`src/dfs_pkg.sv`:
```
package dfs_pkg;
	// Timing
	localparam int unsigned CLK_HZ         = 40_000_000;
	localparam int unsigned SAVE_WINDOW_MS = 5000;
	localparam int unsigned SAVE_WINDOW_CYC = SAVE_WINDOW_MS * (CLK_HZ / 1000);

	// Geometry
	localparam int AXES   = 3;
	localparam int NFAULT = 11;
	localparam int CUR_W  = 16;
	localparam int SPD_W  = 16;

	// Register byte offsets
	localparam logic [4:0] OFS_STATUS    = 5'h00;
	localparam logic [4:0] OFS_LIVE      = 5'h04;
	localparam logic [4:0] OFS_CUR_LIMIT = 5'h08;
	localparam logic [4:0] OFS_RATED_CUR = 5'h0c;
	localparam logic [4:0] OFS_SPEED_LIM = 5'h10;
	localparam logic [4:0] OFS_SAVE      = 5'h14;

	// Reset values
	localparam logic [CUR_W-1:0] RST_CUR_LIMIT = 16'hffff;
	localparam logic [CUR_W-1:0] RST_RATED_CUR = 16'h8000;
	localparam logic [SPD_W-1:0] RST_SPEED_LIM = 16'h1000;

	// Fault index in the cause and latch vectors
	localparam int F_RES   = 0;
	localparam int F_MOT   = 1;
	localparam int F_SHORT = 2;
	localparam int F_COH   = 3;
	localparam int F_AUX   = 4;
	localparam int F_HVAUX = 5;
	localparam int F_CARD  = 6;
	localparam int F_BUS   = 7;
	localparam int F_HEAT  = 8;
	localparam int F_IT    = 9;
	localparam int F_WDT   = 10;

	// Faults a reset pulse may clear (not phase short, not heatsink)
	localparam logic [NFAULT-1:0] CLEARABLE_MASK = 11'h6fb;
	// Faults that inhibit torque on every axis (all but current integral)
	localparam logic [NFAULT-1:0] INHIBIT_MASK   = 11'h5ff;
	// Latched faults that drop drive-ok (motor temp uses its live level)
	localparam logic [NFAULT-1:0] DRIVE_OK_MASK  = 11'h5fd;

	// Fault status string bit positions, letter minus A
	localparam int FSS_B = 1;
	localparam int FSS_C = 2;
	localparam int FSS_D = 3;
	localparam int FSS_E = 4;
	localparam int FSS_F = 5;
	localparam int FSS_G = 6;
	localparam int FSS_L = 11;
	localparam int FSS_M = 12;
	localparam int FSS_N = 13;
	localparam int FSS_O = 14;

	// Save register read fields
	localparam int SAVE_NVM_BIT = 0;
	localparam int SAVE_WIN_BIT = 1;
	// Live register: inhibit flag above the causes
	localparam int LIVE_INH_BIT = 16;
endpackage

```
`src/dfs_top.sv`:
```
// Decided for this implementation: the Avalon-MM slave port and the register addresses.
`timescale 1ns/1ps
// How it works
// RQ1: Resolver fault lights drive-fault and resolver lamps, drops drive-ok, sets bit B.
// RQ2: Resolver fault latches at power-up or while running.
// RQ3: Any latched module fault except current integral overload inhibits torque on every axis.
// RQ4: Resettable fault clears only on reset pulse with its cause gone.
// RQ5: Motor overtemp lights lamps, drops drive-ok and motor-ok, sets bit C.
// RQ6: Motor overtemp indication follows temperature; torque inhibit stays latched.
// RQ7: Phase short lights short lamp, drops drive-ok, sets bit D.
// RQ8: Phase short ignores reset inputs; only power cycle clears it.
// RQ9: Incoherent phase currents drop drive-ok, light drive fault, set bit E.
// RQ10: Auxiliary or HV-referred rail fault drops drive-ok, sets bit N.
// RQ11: Missing card drops drive-ok, lights drive fault, sets L, inhibits torque.
// RQ12: Reset within 5 s of save raises memory error, bit L, message, inhibit.
// RQ13: Memory error clears only by a new save command or power cycle, not by reset.
// RQ14: Bus fault lights power and fault lamps, drops drive-ok, sets M.
// RQ15: Heatsink trip lights its lamp, drops drive-ok, sets O; power cycle clears.
// RQ16: Current integral overload sets G, lamp, limits current to rated setting.
// RQ17: Current limiting releases itself; bit G stays until reset pulse.
// RQ18: Watchdog fault lights fault and watchdog lamps, drops drive-ok, inhibits.
// RQ19: Speed error over limit sets F, drops drive-ok, inhibits that axis only.
// RQ20: Reset button and remote reset are synchronised to one pulse each.
// RQ21: Drive-ok is the inverse of the OR of its latched faults, with motor overtemp taken from its live level.
module dfs_top #(
	parameter int unsigned SAVE_WINDOW_CYC = dfs_pkg::SAVE_WINDOW_CYC
) (
	input  wire logic                                    CLK,
	input  wire logic                                    NRST,
	input  wire logic [2:0]                              AVS_ADDRESS,
	input  wire logic                                    AVS_READ,
	input  wire logic                                    AVS_WRITE,
	input  wire logic [31:0]                             AVS_WRITEDATA,
	input  wire logic [3:0]                              AVS_BYTEENABLE,
	output logic      [31:0]                             AVS_READDATA,
	output logic                                         AVS_WAITREQUEST,
	input  wire logic                                    RESOLVER_BAD,
	input  wire logic                                    MOTOR_HOT,
	input  wire logic                                    PHASE_SHORTED,
	input  wire logic                                    PHASE_INCOHERENT,
	input  wire logic                                    AUX_RAIL_BAD,
	input  wire logic                                    HV_AUX_RAIL_BAD,
	input  wire logic                                    CARD_ABSENT,
	input  wire logic                                    BUS_BAD,
	input  wire logic                                    HEATSINK_TRIP,
	input  wire logic                                    IT_OVER,
	input  wire logic                                    WATCHDOG_FAIL,
	input  wire logic [dfs_pkg::AXES*dfs_pkg::SPD_W-1:0] SPEED_ERROR,
	input  wire logic                                    RESET_BUTTON,
	input  wire logic                                    REMOTE_FAULT_CLEAR,
	output logic                                         DRIVE_FAULT_LAMP,
	output logic                                         RESOLVER_FAULT_LAMP,
	output logic                                         MOTOR_OVERTEMP_LAMP,
	output logic                                         PHASE_SHORT_LAMP,
	output logic                                         WATCHDOG_LAMP,
	output logic                                         HEATSINK_OVERTEMP_LAMP,
	output logic                                         POWER_OK_LAMP,
	output logic                                         DRIVE_OK,
	output logic                                         MOTOR_OK,
	output logic                                         NVM_ERROR_MESSAGE,
	output logic      [dfs_pkg::AXES-1:0]                TORQUE_INHIBIT,
	output logic      [dfs_pkg::CUR_W-1:0]               CURRENT_LIMIT,
	output logic      [15:0]                             FAULT_STATUS_STRING
);
	logic                         rst_s1;
	logic                         rst_n;
	logic                         btn_pulse;
	logic                         rem_pulse;
	logic                         clr;
	logic                         save_cmd;
	logic                         save_active;
	logic [dfs_pkg::NFAULT-1:0]   cause;
	logic [dfs_pkg::NFAULT-1:0]   latched;
	logic [dfs_pkg::AXES-1:0]     ovs_cause;
	logic [dfs_pkg::AXES-1:0]     ovs_lat;
	logic                         nvm_err;
	logic                         module_inh;
	logic                         dok_fault;
	logic [15:0]                  next_fss;
	logic [dfs_pkg::CUR_W-1:0]    cur_limit;
	logic [dfs_pkg::CUR_W-1:0]    rated_current_cmd;
	logic [dfs_pkg::SPD_W-1:0]    speed_error_limit_cmd;
	logic [4:0]                   byte_addr;
	logic                         access;
	logic [31:0]                  next_rdata;

	function automatic logic [15:0] merge16(input logic [15:0] old, input logic [31:0] wd,
		input logic [3:0] be);
		merge16 = {be[1] ? wd[15:8] : old[15:8], be[0] ? wd[7:0] : old[7:0]};
	endfunction

	// Reset release through two flops
	always_ff @(posedge CLK or negedge NRST) begin
		if (!NRST) begin
			rst_s1 <= 1'b0;
			rst_n  <= 1'b0;
		end else begin
			rst_s1 <= 1'b1;
			rst_n  <= rst_s1;
		end
	end

	dfs_pulse_sync u_btn (
		.clk   (CLK),
		.rst_n (rst_n),
		.din   (RESET_BUTTON),
		.pulse (btn_pulse)
	);

	dfs_pulse_sync u_rem (
		.clk   (CLK),
		.rst_n (rst_n),
		.din   (REMOTE_FAULT_CLEAR),
		.pulse (rem_pulse)
	);

	assign clr = btn_pulse | rem_pulse; // RQ4 RQ20

	dfs_save_timer #(
		.WINDOW_CYC (SAVE_WINDOW_CYC)
	) u_save (
		.clk    (CLK),
		.rst_n  (rst_n),
		.start  (save_cmd),
		.active (save_active)
	);

	// Avalon-MM slave: one wait cycle, then the transfer completes
	assign byte_addr = {AVS_ADDRESS, 2'b00};
	assign access    = (AVS_READ | AVS_WRITE) & ~AVS_WAITREQUEST;
	assign save_cmd  = access & AVS_WRITE & (byte_addr == dfs_pkg::OFS_SAVE);

	always_ff @(posedge CLK or negedge rst_n) begin
		if (!rst_n) begin
			AVS_WAITREQUEST <= 1'b1;
		end else if ((AVS_READ | AVS_WRITE) & AVS_WAITREQUEST) begin
			AVS_WAITREQUEST <= 1'b0;
		end else begin
			AVS_WAITREQUEST <= 1'b1;
		end
	end

	always_comb begin
		next_rdata = 32'h0;
		if (byte_addr == dfs_pkg::OFS_STATUS) begin
			next_rdata = {16'h0, FAULT_STATUS_STRING};
		end else if (byte_addr == dfs_pkg::OFS_LIVE) begin
			next_rdata = {15'h0, module_inh, 5'h0, cause};
		end else if (byte_addr == dfs_pkg::OFS_CUR_LIMIT) begin
			next_rdata = {16'h0, cur_limit};
		end else if (byte_addr == dfs_pkg::OFS_RATED_CUR) begin
			next_rdata = {16'h0, rated_current_cmd};
		end else if (byte_addr == dfs_pkg::OFS_SPEED_LIM) begin
			next_rdata = {16'h0, speed_error_limit_cmd};
		end else if (byte_addr == dfs_pkg::OFS_SAVE) begin
			next_rdata[dfs_pkg::SAVE_NVM_BIT] = nvm_err;
			next_rdata[dfs_pkg::SAVE_WIN_BIT] = save_active;
		end
	end

	// Read data prepared in the wait cycle, valid when waitrequest drops
	always_ff @(posedge CLK or negedge rst_n) begin
		if (!rst_n) begin
			AVS_READDATA <= 32'h0;
		end else if (AVS_READ & AVS_WAITREQUEST) begin
			AVS_READDATA <= next_rdata;
		end
	end

	always_ff @(posedge CLK or negedge rst_n) begin
		if (!rst_n) begin
			cur_limit             <= dfs_pkg::RST_CUR_LIMIT;
			rated_current_cmd     <= dfs_pkg::RST_RATED_CUR;
			speed_error_limit_cmd <= dfs_pkg::RST_SPEED_LIM;
		end else if (access & AVS_WRITE) begin
			if (byte_addr == dfs_pkg::OFS_CUR_LIMIT) begin
				cur_limit <= merge16(cur_limit, AVS_WRITEDATA, AVS_BYTEENABLE);
			end else if (byte_addr == dfs_pkg::OFS_RATED_CUR) begin
				rated_current_cmd <= merge16(rated_current_cmd, AVS_WRITEDATA,
					AVS_BYTEENABLE);
			end else if (byte_addr == dfs_pkg::OFS_SPEED_LIM) begin
				speed_error_limit_cmd <= merge16(speed_error_limit_cmd, AVS_WRITEDATA,
					AVS_BYTEENABLE);
			end
		end
	end

	// Fault causes; bus and HV rail hysteresis is in the analog comparators
	always_comb begin
		cause = '0;
		cause[dfs_pkg::F_RES]   = RESOLVER_BAD; // RQ2
		cause[dfs_pkg::F_MOT]   = MOTOR_HOT;
		cause[dfs_pkg::F_SHORT] = PHASE_SHORTED;
		cause[dfs_pkg::F_COH]   = PHASE_INCOHERENT;
		cause[dfs_pkg::F_AUX]   = AUX_RAIL_BAD;
		cause[dfs_pkg::F_HVAUX] = HV_AUX_RAIL_BAD;
		cause[dfs_pkg::F_CARD]  = CARD_ABSENT;
		cause[dfs_pkg::F_BUS]   = BUS_BAD;
		cause[dfs_pkg::F_HEAT]  = HEATSINK_TRIP;
		cause[dfs_pkg::F_IT]    = IT_OVER;
		cause[dfs_pkg::F_WDT]   = WATCHDOG_FAIL;
	end

	always_comb begin
		for (int a = 0; a < dfs_pkg::AXES; a++) begin
			ovs_cause[a] = SPEED_ERROR[a*dfs_pkg::SPD_W +: dfs_pkg::SPD_W]
				> speed_error_limit_cmd;
		end
	end

	// A present cause always wins over a reset pulse
	always_ff @(posedge CLK or negedge rst_n) begin
		if (!rst_n) begin
			latched <= '0;
		end else begin
			latched <= cause | (latched & ~({dfs_pkg::NFAULT{clr}}
				& dfs_pkg::CLEARABLE_MASK)); // RQ2 RQ4 RQ8 RQ15
		end
	end

	always_ff @(posedge CLK or negedge rst_n) begin
		if (!rst_n) begin
			ovs_lat <= '0;
		end else begin
			ovs_lat <= ovs_cause | (ovs_lat & ~{dfs_pkg::AXES{clr}}); // RQ19
		end
	end

	// Early reset after a save corrupts the memory; only a new save or a power cycle recovers
	always_ff @(posedge CLK or negedge rst_n) begin
		if (!rst_n) begin
			nvm_err <= 1'b0;
		end else if (clr & save_active) begin
			nvm_err <= 1'b1; // RQ12
		end else if (save_cmd) begin
			nvm_err <= 1'b0; // RQ13
		end
	end

	assign module_inh = |(latched & dfs_pkg::INHIBIT_MASK) | nvm_err; // RQ3 RQ11 RQ18
	assign dok_fault  = |(latched & dfs_pkg::DRIVE_OK_MASK) | cause[dfs_pkg::F_MOT]
		| nvm_err | (|ovs_lat); // RQ21

	always_comb begin
		next_fss = 16'h0;
		next_fss[dfs_pkg::FSS_B] = latched[dfs_pkg::F_RES]; // RQ1
		next_fss[dfs_pkg::FSS_C] = latched[dfs_pkg::F_MOT]; // RQ5
		next_fss[dfs_pkg::FSS_D] = latched[dfs_pkg::F_SHORT]; // RQ7
		next_fss[dfs_pkg::FSS_E] = latched[dfs_pkg::F_COH]; // RQ9
		next_fss[dfs_pkg::FSS_F] = |ovs_lat; // RQ19
		next_fss[dfs_pkg::FSS_G] = latched[dfs_pkg::F_IT]; // RQ16 RQ17
		next_fss[dfs_pkg::FSS_L] = latched[dfs_pkg::F_CARD] | nvm_err; // RQ11 RQ12
		next_fss[dfs_pkg::FSS_M] = latched[dfs_pkg::F_BUS]; // RQ14
		next_fss[dfs_pkg::FSS_N] = latched[dfs_pkg::F_AUX] | latched[dfs_pkg::F_HVAUX]; // RQ10
		next_fss[dfs_pkg::FSS_O] = latched[dfs_pkg::F_HEAT]; // RQ15
	end

	always_ff @(posedge CLK or negedge rst_n) begin
		if (!rst_n) begin
			FAULT_STATUS_STRING <= 16'h0;
			DRIVE_OK            <= 1'b0;
			TORQUE_INHIBIT      <= '1;
			CURRENT_LIMIT       <= dfs_pkg::RST_CUR_LIMIT;
		end else begin
			FAULT_STATUS_STRING <= next_fss;
			DRIVE_OK            <= ~dok_fault; // RQ21
			TORQUE_INHIBIT      <= {dfs_pkg::AXES{module_inh}} | ovs_lat; // RQ3 RQ19
			// Overload limiting tracks the live integral, not the latch
			CURRENT_LIMIT       <= cause[dfs_pkg::F_IT] ? rated_current_cmd
				: cur_limit; // RQ16 RQ17
		end
	end

	always_ff @(posedge CLK or negedge rst_n) begin
		if (!rst_n) begin
			DRIVE_FAULT_LAMP       <= 1'b0;
			RESOLVER_FAULT_LAMP    <= 1'b0;
			MOTOR_OVERTEMP_LAMP    <= 1'b0;
			PHASE_SHORT_LAMP       <= 1'b0;
			WATCHDOG_LAMP          <= 1'b0;
			HEATSINK_OVERTEMP_LAMP <= 1'b0;
			POWER_OK_LAMP          <= 1'b0;
			MOTOR_OK               <= 1'b1;
			NVM_ERROR_MESSAGE      <= 1'b0;
		end else begin
			DRIVE_FAULT_LAMP       <= |(latched & ~(11'h1 << dfs_pkg::F_MOT))
				| cause[dfs_pkg::F_MOT] | nvm_err | (|ovs_lat);
			RESOLVER_FAULT_LAMP    <= latched[dfs_pkg::F_RES]; // RQ1
			MOTOR_OVERTEMP_LAMP    <= cause[dfs_pkg::F_MOT]; // RQ5 RQ6
			PHASE_SHORT_LAMP       <= latched[dfs_pkg::F_SHORT]; // RQ7
			WATCHDOG_LAMP          <= latched[dfs_pkg::F_WDT]; // RQ18
			HEATSINK_OVERTEMP_LAMP <= latched[dfs_pkg::F_HEAT]; // RQ15
			POWER_OK_LAMP          <= latched[dfs_pkg::F_BUS]; // RQ14
			MOTOR_OK               <= ~cause[dfs_pkg::F_MOT]; // RQ5 RQ6
			NVM_ERROR_MESSAGE      <= nvm_err; // RQ12
		end
	end
endmodule

```
`src/dfs_pulse_sync.sv`:
```
`timescale 1ns/1ps
module dfs_pulse_sync (
	input  wire logic clk,
	input  wire logic rst_n,
	input  wire logic din,
	output logic      pulse
);
	logic s1;
	logic s2;
	logic s3;

	always_ff @(posedge clk or negedge rst_n) begin
		if (!rst_n) begin
			s1 <= 1'b0;
			s2 <= 1'b0;
			s3 <= 1'b0;
		end else begin
			s1 <= din;
			s2 <= s1;
			s3 <= s2;
		end
	end

	// One clean pulse per rising edge, held level gives no repeat
	assign pulse = s2 & ~s3; // RQ20
endmodule

```
`src/dfs_save_timer.sv`:
```
`timescale 1ns/1ps
module dfs_save_timer #(
	parameter int unsigned WINDOW_CYC = dfs_pkg::SAVE_WINDOW_CYC
) (
	input  wire logic clk,
	input  wire logic rst_n,
	input  wire logic start,
	output logic      active
);
	logic [31:0] remaining;

	always_ff @(posedge clk or negedge rst_n) begin
		if (!rst_n) begin
			remaining <= 32'h0;
		end else if (start) begin
			remaining <= WINDOW_CYC[31:0];
		end else if (remaining != 32'h0) begin
			remaining <= remaining - 32'h1;
		end
	end

	assign active = (remaining != 32'h0);
endmodule

```
`config.mk`:
```
export PLATFORM = sky130hd
export DESIGN_NAME = dfs_top
export DESIGN_NICKNAME = d
export VERILOG_FILES = /design/src/dfs_pkg.sv /design/src/dfs_top.sv /design/src/dfs_pulse_sync.sv /design/src/dfs_save_timer.sv
export SDC_FILE = /design/constraint.sdc
export NUM_CORES = 1
export LEC_CHECK = 0
export ABC_AREA = 1
export BUFFER_PORTS_ARGS = -buffer_cell sky130_fd_sc_hd__buf_4
export CORE_MARGIN = 1.5
export CORE_UTILIZATION = 45
export DETAILED_ROUTE_END_ITERATION = 12
export HOLD_SLACK_MARGIN = 0.15
export PLACE_DENSITY = 0.8
export SYNTH_ARGS = -nofsm -noshare
export SYNTH_HDL_FRONTEND = slang
export SYNTH_SLANG_ARGS = --single-unit
```
`constraint.sdc`:
```
create_clock -name CLK -period 4.81 [get_ports CLK]
set_clock_uncertainty 0.1 [all_clocks]
set_input_delay 0.7215 -clock CLK [delete_from_list [all_inputs] [get_ports CLK]]
set_output_delay 0.7215 -clock CLK [all_outputs]
set_load 0.02 [all_outputs]
```
==> run metrics, run 1 <==
status complete, no violations; CTS Sinks 156; core area 0.01736 mm^2; post-DR wirelength/cell 15.67 um; R2R setup slack 2.29 ns; RSZ-0062 raised after global routing false; syn avg cell area 8.562 um^2; M1 WL 9208 um; CTS tree yes; slowest CP cell nor2_2; Req. time, crit path 5.03 ns; CTS max path bufs 2; share of layout cells above drive strength 1 22.68%; DR WL met3 1296 um; final core occ 56.24%; Cell Int Power 0.002703 W; Primary FF master, synth dfrtp_1; max incr delay on CP 0.63 ns; Switching Fraction 33.70%; area grow syn2layout 21.68%; Leak 4.675 nW; largest net degree at the start of global routing 70; initial core utilization 46.22%; worst slew pin tran 0.8891 ns; CP Max Fanout 24; # Post-CTS Setup Buffers 0; asr flop ratio synth 100.0%; Startpoint Class register; crit end category register; f_max 396.6 MHz; Yosys cell types 42; # diodes 0; Pwr Density 417.7 mW/mm^2; Setup TNS 0 ns; gr usage total 22.98%; PortBufs 142; Final Max Tran Viols 0; total number of vias 6816; first-pass GRT wire length 32870 um; Hold/Removal Path Class reg2reg; gpl congestion 0.8874; Tcrit/Tclk final 52.42%; worst skew pair latency 0.43 ns; Slew Limit Headroom 40.73%; fillers 1541; top post-synthesis cells by area dfrtp_1, dfstp_2, nand2_1, ha_1, inv_1; row cnt 48; Ys Warns 0; Vias/cell 5.187; CTS-repair resized insts 0; mapped cell area 0.008023 mm^2; Crit path arrival time 2.74 ns; Setup Viol. Count Final 0; met2 wire length 9587 um; EDFF count, synth 0; Die Footprint 0.01864 mm^2; post-DP HPWL 15500 um; # IOs 182; initial antenna violation count 0; DR top layer met4; NumNets Final 1229; TritonRoute pass-1 iters 5; Clock Power Share 32.3%; sequential power share 43.4%; # DRC 0; VDD IR max 237.1 uV; Synth top area share 36.49%; Syn Inst Count 937; Die X 136.5 um; overall routed net length 20590 um; crit path time final 2.521 ns; grt total ovfl 0; post-synthesis sequential area ratio 49.27%; Gate power share 24.3%; post-synthesis register bit count 156; Final Hold Viols 0; Max Cap Viol 0; Die Y 136.5 um; crit-path cells nor2_1, nand2_1, inv_2, nor2_2, inv_2, nand2_1, inv_1; CTS buffer count 17; Clock H-tree levels 4; Net Sw Power 0.001374 W; vias in the first global route 6519; post-synth top area cell dfrtp_1; Root Driver clkbuf_16; CP Class reg2reg; post-route ant nets 0; Worst-path clk slew 0.06 ns; Initial DRC Count 632
==> cell families after synthesis <==
kind of cell               after synthesis  synth area share [%]
and+or+nand+nor                        356                 18.93
AOI/OAI and AO/OA                      202                 13.72
buffers and inverters                  160                 9.030
DFF                                    156                 49.27
adders and majority gates               49                 7.642
xor gates and xnor gates                12                 1.310
other                                    2               0.09361
==> cells in the final DEF (no fill, tap or decap), drive strengths merged, types with 6 or more instances in the layout <==
cell type,synthesis,final
o21bai,7,7
nand3,16,16
o21ai,107,107
buf,38,144
ha,49,49
dfstp,39,39
nor3,22,22
o22ai,8,8
a31oi,8,8
clkbuf,7,18
conb,2,22
inv,114,122
dfrtp,117,117
nand4,11,11
nor2,84,84
or2,6,6
xor2,10,10
a21oi,54,54
a211oi,6,6
nand2,213,213
==> power groups by stage <==
stage                     logic [W]  clock network, W  registers [W]
after floorplan            0.000589                 0        0.00183
after global placement     0.000945                 0        0.00178
after detailed placement   0.000981                 0        0.00179
after CTS                  0.000991           0.00133        0.00177
after global routing        0.00112           0.00139        0.00180
final                      0.000990           0.00132        0.00177
==> cells in the mapped netlist (all sizes together), types with 3 or more instances <==
cell type and count:
a211oi 6, a21oi 54, a31oi 8, buf 38
clkbuf 7, dfrtp 117, dfstp 39, ha 49
inv 114, nand2 213, nand3 16, nand4 11
nor2 84, nor3 22, nor4 3, o21ai 107
o21bai 7, o221ai 3, o22ai 8, or2 6
xor2 10
==> per-layer routing <==
layer	GRT usage, %	up-vias
met5	0	-
met4	8.511	0
met3	4.444	34
met2	35.99	267
met1	31.71	3218
li1	-	3297
==> stage by stage <==
stage | area [um^2] | power [W] | setup WS [ns] | hold WS (ns) | instances
after floorplan | 8098 | 0.002415 | 0.1096 | 0.2312 | 957
after global placement | 9171 | 0.002722 | 2.035 | 0.2342 | 1281
after detailed placement | 9171 | 0.002767 | 2.004 | 0.2347 | 1281
after CTS | 9762 | 0.004088 | 2.340 | 0.2486 | 1314
after global routing | 9762 | 0.004309 | 2.170 | 0.2544 | 1314
final | 9762 | 0.004078 | 2.289 | 0.2474 | 1314
==> state kept, by name, summed over array words and instances, names as in the netlist, 10 cells and up <==
signal and flops:
cur_limit 16, FAULT_STATUS_STRING 10, rated_current_cmd 16, latched 11
CURRENT_LIMIT 16, u_save.remaining 32, speed_error_limit_cmd 16, AVS_READDATA 17
==> critical path: cells and delay by family (launching register included) <==
family / cells / cell delay (ns)
simple gates: 4 / 1.24
flops: 1 / 0.55
buf+inv: 3 / 0.53
==> worst paths after layout <==
kind                                       from              endpoint  cells past startpoint
min in group asynchronous                 rst_n   u_save.remaining[1]                      0
worst min register to register           rst_s1                 rst_n                      0
worst max-delay path            AVS_WAITREQUEST  u_save.remaining[23]                      7
max in group asynchronous                 rst_n      CURRENT_LIMIT[1]                      1
worst max register to register  AVS_WAITREQUEST  u_save.remaining[23]                      7
worst min-delay path                     rst_s1                 rst_n                      0
==> area by class of cell <==
| cell class | instances | area, um^2 | share of cell area [%] |
|---|---|---|---|
| well taps | 225 | 281.5 | 2.884 |
| inverters | 115 | 431.7 | 4.422 |
| clock inverters | 14 | 151.4 | 1.551 |
| clock buffers | 18 | 429.2 | 4.396 |
| flip-flops and latches | 156 | 3956 | 40.53 |
| repair buffers | 145 | 1091 | 11.18 |
| multi-input cells | 641 | 3421 | 35.04 |
==> what timing repair did <==
action / CTS / global route
hold buffers: 1 / 0
setup endpoints to repair: 0 / 0
hold endpoints to repair: 2 / 0
Power figures use the tool's default switching activity.
==> run 2, diff against run 1 <==
==> constraint.sdc (replaced) <==
create_clock -name CLK -period 2.3 [get_ports CLK]
set_clock_uncertainty 0.1 [all_clocks]
set_input_delay 0.345 -clock CLK [delete_from_list [all_inputs] [get_ports CLK]]
set_output_delay 0.345 -clock CLK [all_outputs]
set_load 0.02 [all_outputs]
==> run metrics, run 2 (synthesis results as in run 1) <==
CTS tree yes (unchanged); RSZ-0062 raised after global routing false (unchanged); worst slew pin tran 0.5672 ns (was 0.8891 ns); area grow syn2layout 27.46% (was 21.68%); f_max 496.9 MHz (was 396.6 MHz); most common cell after layout, fill and taps aside nand2_1 (unchanged); Die Y 136.5 um (unchanged); crit end category register (unchanged); CP Max Fanout 5 (was 24); NumNets Final 1272 (was 1229); CTS Sinks 156 (unchanged); # diodes 0 (unchanged); CTS buffer count 17 (unchanged); Crit path arrival time 2.24 ns (was 2.74 ns); Pwr Density 858.1 mW/mm^2 (was 417.7 mW/mm^2); Startpoint Class register (unchanged); Leak 4.892 nW (was 4.675 nW); initial core utilization 46.22% (unchanged); post-route ant nets 0 (unchanged); total number of vias 7073 (was 6816); Final Max Tran Viols 0 (unchanged); share of layout cells above drive strength 1 22.79% (was 22.68%); final core occ 58.92% (was 56.24%); post-DP HPWL 15890 um (was 15500 um); Final Hold Viols 0 (unchanged); CP Class reg2reg (unchanged); status complete, no violations (unchanged); grt total ovfl 0 (unchanged); Tcrit/Tclk final 87.49% (was 52.42%); row cnt 48 (unchanged); PortBufs 142 (unchanged); Root Driver clkbuf_16 (unchanged); placed instance count 1293 (was 1281); Clock H-tree levels 4 (unchanged); initial antenna violation count 0 (unchanged); most frequent cells in the layout nand2_1, buf_4, dfrtp_1, inv_1, o21ai_1 (unchanged); Worst-path clk slew 0.06 ns (about the same); crit path time final 2.012 ns (was 2.521 ns); worst skew pair latency 0.42 ns (was 0.43 ns); gpl congestion 0.9316 (was 0.8874); vias in the first global route 6758 (was 6519); Max Cap Viol 0 (unchanged); Slew Limit Headroom 62.09% (was 40.73%); CTS-repair resized insts 0 (unchanged); post-DR wirelength/cell 15.75 um (was 15.67 um); Die X 136.5 um (unchanged); TritonRoute pass-1 iters 5 (unchanged); Initial DRC Count 567 (was 632); overall routed net length 21370 um (was 20590 um); first-pass GRT wire length 33890 um (was 32870 um); fillers 1482 (was 1541); footprint of the multi-input gates 0.003421 mm^2 (unchanged); Vias/cell 5.212 (was 5.187); Req. time, crit path 2.53 ns (was 5.03 ns); gr usage total 23.66% (was 22.98%); Finished Layout Cells 1357 (was 1314); VDD IR max 424.8 uV (was 237.1 uV); Setup TNS 0 ns (unchanged); core area 0.01736 mm^2 (unchanged); Largest regs u_save.remaining x32, AVS_READDATA x17 (unchanged); Setup Viol. Count Final 0 (unchanged); register name with the most flops u_save.remaining (unchanged); Hold/Removal Path Class reg2async (was reg2reg); CTS max path bufs 2 (unchanged); largest net degree at the start of global routing 41 (was 70); max reg flops 32 (unchanged); Die Footprint 0.01864 mm^2 (unchanged); # DRC 0 (unchanged); register area 0.003956 mm^2 (unchanged); # IOs 182 (unchanged)
[run 2: cell types whose count changed in the layout (fill, tap and decap cells not counted)]
cell	previous run	this run
clkbuf_1	1	2
inv_8	5	1
clkinv_4	3	4
bufinv_16	1	3
clkbuf_8	0	2
dlygate4sd3_1	1	32
buf_4	144	154
inv_6	3	2
clkinvlp_4	1	0
buf_12	0	2
[run 2: path summary, 6_finish.rpt]
check	start	end	slack [ns]	cells after the start
worst max-delay path	u_save.remaining[0]	u_save.remaining[26]	0.29	9
worst min-delay path	rst_n	u_save.remaining[2]	0.15	0
min in group CLK	IT_OVER	CURRENT_LIMIT[8]	0.17	3
max in group asynchronous	rst_n	CURRENT_LIMIT[7]	1.27	1
worst max register to register	u_save.remaining[0]	u_save.remaining[26]	0.29	9
worst min register to register	rst_n	u_save.remaining[2]	0.15	0
[run 2: final cells by class]
class,count,share of cell area (%)
clock buffers,21,4.503
clock inverters,11,1.554
inverters,115,4.221
multi-input cells,641,33.45
flip-flops and latches,156,38.69
well taps,225,2.753
repair buffers,188,14.83
[run 2: layer usage]
metal,up-vias,part of all wire (%),global-route usage (%)
li1,3398,-,-
met1,3333,44,31.93
met2,299,47,37.83
met3,43,6.8,4.556
met4,0,2.4,8.924
met5,-,0,0
[run 2: metrics by stage]
step                setup slack [ns]  cell area (um^2)  hold slack, ns  power (W)
global route                  0.1046             10230          0.1711   0.009249
detailed placement            0.3092              9286         0.02871   0.005813
CTS                           0.3158             10230          0.1528   0.008780
floorplan                     0.5679              8102        -0.05059   0.005051
global placement              0.4328              9286         0.02766   0.005717
finish                        0.2877             10230          0.1496   0.008775
[run 2: timing repair]
item / CTS / global route
hold buffers: 32 / 0
buffers inserted: 0 / 0
endpoints found under the hold margin: 67 / 0
[run 2: where the power goes]
group          switching (W)  internal (W)
Combinational        0.00131      0.000861
Sequential          0.000383       0.00331
Clock                0.00113       0.00178
Total                0.00282       0.00595
[run 2: critical path: stages, from the launching register on]
cell	delay [ns]
dfrtp_1	0.39
inv_1	0.08
ha_1	0.28
nand2_4	0.13
nor2_2	0.27
inv_2	0.07
nor2_2	0.15
nand3_1	0.14
xor2_1	0.17
nor3_1	0.14
==> run 3, diff against run 2 <==
--- a/config.mk
+++ b/config.mk
@@ -7,11 +7,13 @@
 export LEC_CHECK = 0
 export ABC_AREA = 1
 export BUFFER_PORTS_ARGS = -buffer_cell sky130_fd_sc_hd__buf_4
+export CAP_MARGIN = 25
 export CORE_MARGIN = 1.5
-export CORE_UTILIZATION = 45
+export CORE_UTILIZATION = 49
 export DETAILED_ROUTE_END_ITERATION = 12
 export HOLD_SLACK_MARGIN = 0.15
-export PLACE_DENSITY = 0.8
+export PLACE_DENSITY = 0.85
+export REMOVE_ABC_BUFFERS = 1
 export SYNTH_ARGS = -nofsm -noshare
 export SYNTH_HDL_FRONTEND = slang
 export SYNTH_SLANG_ARGS = --single-unit
==> run metrics, run 3 (synthesis results as in run 1) <==
Worst Path Buf+Inv 1 (was 2); Largest regs u_save.remaining x32, AVS_READDATA x17 (unchanged); TritonRoute pass-1 iters 5 (unchanged); # IOs 182 (unchanged); row cnt 46 (was 48); post-DR wirelength/cell 15.94 um (was 15.75 um); Clock Power Share 33.7% (was 33.2%); area grow syn2layout 27.32% (was 27.46%); most frequent cells in the layout nand2_1, buf_4, dfrtp_1, inv_1, o21ai_1 (unchanged); max incr delay on CP 0.53 ns (was 0.39 ns); Crit path arrival time 2.19 ns (was 2.24 ns); gr usage total 26.49% (was 23.66%); Gate power share 24.5% (was 24.8%); Cell Int Power 0.006017 W (was 0.005953 W); Final Hold Viols 0 (unchanged); Min Hold Slack 0.1617 ns (was 0.1496 ns); worst slew pin tran 0.6046 ns (was 0.5672 ns); total number of vias 7066 (was 7073); CTS Sinks 156 (unchanged); # diodes 0 (unchanged); initial core utilization 50.32% (was 46.22%); slowest CP cell dfstp_2 (was dfrtp_1); crit-path cells inv_1, ha_1, nand3_1, nor3_1, nand4_1, nand2_1, o21ai_0 (was inv_1, ha_1, nand2_4, nor2_2, inv_2, nor2_2, nand3_1, xor2_1, nor3_1); first-pass GRT wire length 34120 um (was 33890 um); Pwr Density 866.4 mW/mm^2 (was 858.1 mW/mm^2); RSZ-0062 raised after global routing false (unchanged); CP Class reg2reg (unchanged); Root Driver clkbuf_16 (unchanged); post-DP HPWL 15800 um (was 15890 um); Design Power 0.008850 W (was 0.008775 W); Leak 4.883 nW (was 4.892 nW); Setup TNS 0 ns (unchanged); # DRC 0 (unchanged); crit path time final 1.989 ns (was 2.012 ns); Die X 131.0 um (was 136.5 um); CTS tree yes (unchanged); Startpoint Class register (unchanged); share of layout cells above drive strength 1 22.67% (was 22.79%); Req. time, crit path 2.50 ns (was 2.53 ns); CP delay by family, top simple AND/OR/NAND/NOR gates (unchanged); worst skew pair latency 0.44 ns (was 0.42 ns); Final Max Tran Viols 0 (unchanged); Die Y 131.0 um (was 136.5 um); sequential power share 41.8% (was 42.0%); placed instance count 1281 (was 1293); initial antenna violation count 0 (unchanged); core area 0.01594 mm^2 (was 0.01736 mm^2); crit end category register (unchanged); Hold/Removal Path Class reg2async (unchanged); Vias/cell 5.254 (was 5.212); post-route ant nets 0 (unchanged); Finished Cell Area 0.01021 mm^2 (was 0.01023 mm^2); PortBufs 142 (unchanged); vias in the first global route 6971 (was 6758); Finished Layout Cells 1345 (was 1357); overall routed net length 21440 um (was 21370 um); Clock H-tree levels 4 (unchanged); Die Footprint 0.01715 mm^2 (was 0.01864 mm^2); largest net degree at the start of global routing 54 (was 41); Setup Viol. Count Final 0 (unchanged); fillers 1279 (was 1482); placed cell areas 0.009265 mm^2 (was 0.009286 mm^2); CTS buffer count 17 (unchanged); VDD IR max 587.8 uV (was 424.8 uV); grt total ovfl 0 (unchanged); gpl congestion 0.9190 (was 0.9316); Net Sw Power 0.002833 W (was 0.002822 W); NumNets Final 1269 (was 1272); max reg flops 32 (unchanged); most common cell after layout, fill and taps aside nand2_1 (unchanged); CP Max Fanout 4 (was 5); status complete, no violations (unchanged); Worst-path clk slew 0.06 ns (about the same); register name with the most flops u_save.remaining (unchanged); Initial DRC Count 607 (was 567); Switching Fraction 32.01% (was 32.16%); Tcrit/Tclk final 86.50% (was 87.49%); CTS max path bufs 2 (unchanged); f_max 502.6 MHz (was 496.9 MHz); # Post-CTS Setup Buffers 0 (unchanged); Max Cap Viol 0 (unchanged); Slew Limit Headroom 59.60% (was 62.09%)
run 3: cell count changes in the layout (fill, tap and decap cells not counted), moves of 2 or more:
| cell | change |
|---|---|
| buf_4 | -4 |
| clkinv_2 | +2 |
| clkinv_4 | -3 |
| inv_6 | +2 |
run 3: power groups by stage:
| stage | Combinational [W] | Clock (W) | Sequential, W |
|---|---|---|---|
| final | 0.00217 | 0.00299 | 0.00370 |
| after global routing | 0.00244 | 0.00313 | 0.00376 |
| after CTS | 0.00216 | 0.00302 | 0.00369 |
| after detailed placement | 0.00209 | 0 | 0.00373 |
| after global placement | 0.00199 | 0 | 0.00371 |
| after floorplan | 0.00118 | 0 | 0.00382 |
run 3: metal layers:
| layer | part of all wire (%) | vias up | track usage (%) |
|---|---|---|---|
| met2 | 48 | 295 | 43.55 |
| met1 | 41 | 3336 | 32.85 |
| met4 | 3.1 | 0 | 11.51 |
| met3 | 8.2 | 53 | 7.329 |
| li1 | - | 3382 | - |
| met5 | 0 | - | 0 |
run 3: final timing paths:
check,start,endpoint,slack (ns),cells after the start
max reg2reg,speed_error_limit_cmd[12],ovs_lat[0],0.31,7
max in group asynchronous,rst_n,AVS_WAITREQUEST,1.24,1
min reg2reg,rst_n,u_save.remaining[19],0.16,0
min,rst_n,u_save.remaining[19],0.16,0
min in group CLK,IT_OVER,CURRENT_LIMIT[8],0.16,3
max,speed_error_limit_cmd[12],ovs_lat[0],0.31,7
run 3: area by class of cell:
class | instances | area [um^2] | share of cell area, %
sequential | 156 | 3956 | 38.73
multi-input combinational | 641 | 3421 | 33.49
inverter | 115 | 431.7 | 4.226
tap | 216 | 270.3 | 2.646
timing repair buffer | 185 | 1506 | 14.75
clock buffer | 19 | 442.9 | 4.336
clock inverter | 13 | 186.4 | 1.825
run 3: worst reg2reg max path, cell delays in order, from the launching register on:
cell     delay, ns
dfstp_2       0.53
inv_1         0.11
ha_1          0.30
nand3_1       0.09
nor3_1        0.28
nand4_1       0.13
nand2_1       0.18
o21ai_0       0.13
run 3: timing repair:
action | in CTS | in global routing
endpoints found under the hold margin | 70 | 0
hold buffers | 32 | 0
gates resized for setup | 0 | 0
run 3: metrics by stage:
step | util [%] | worst slack (ns)
2_1_floorplan | - | -2.400
3_3_place_gp | 58.11 | 0.3966
3_5_place_dp | 58.11 | 0.2970
4_1_cts | 64.07 | 0.3674
5_1_grt | 64.07 | 0.2266
6_report | 64.07 | 0.3105
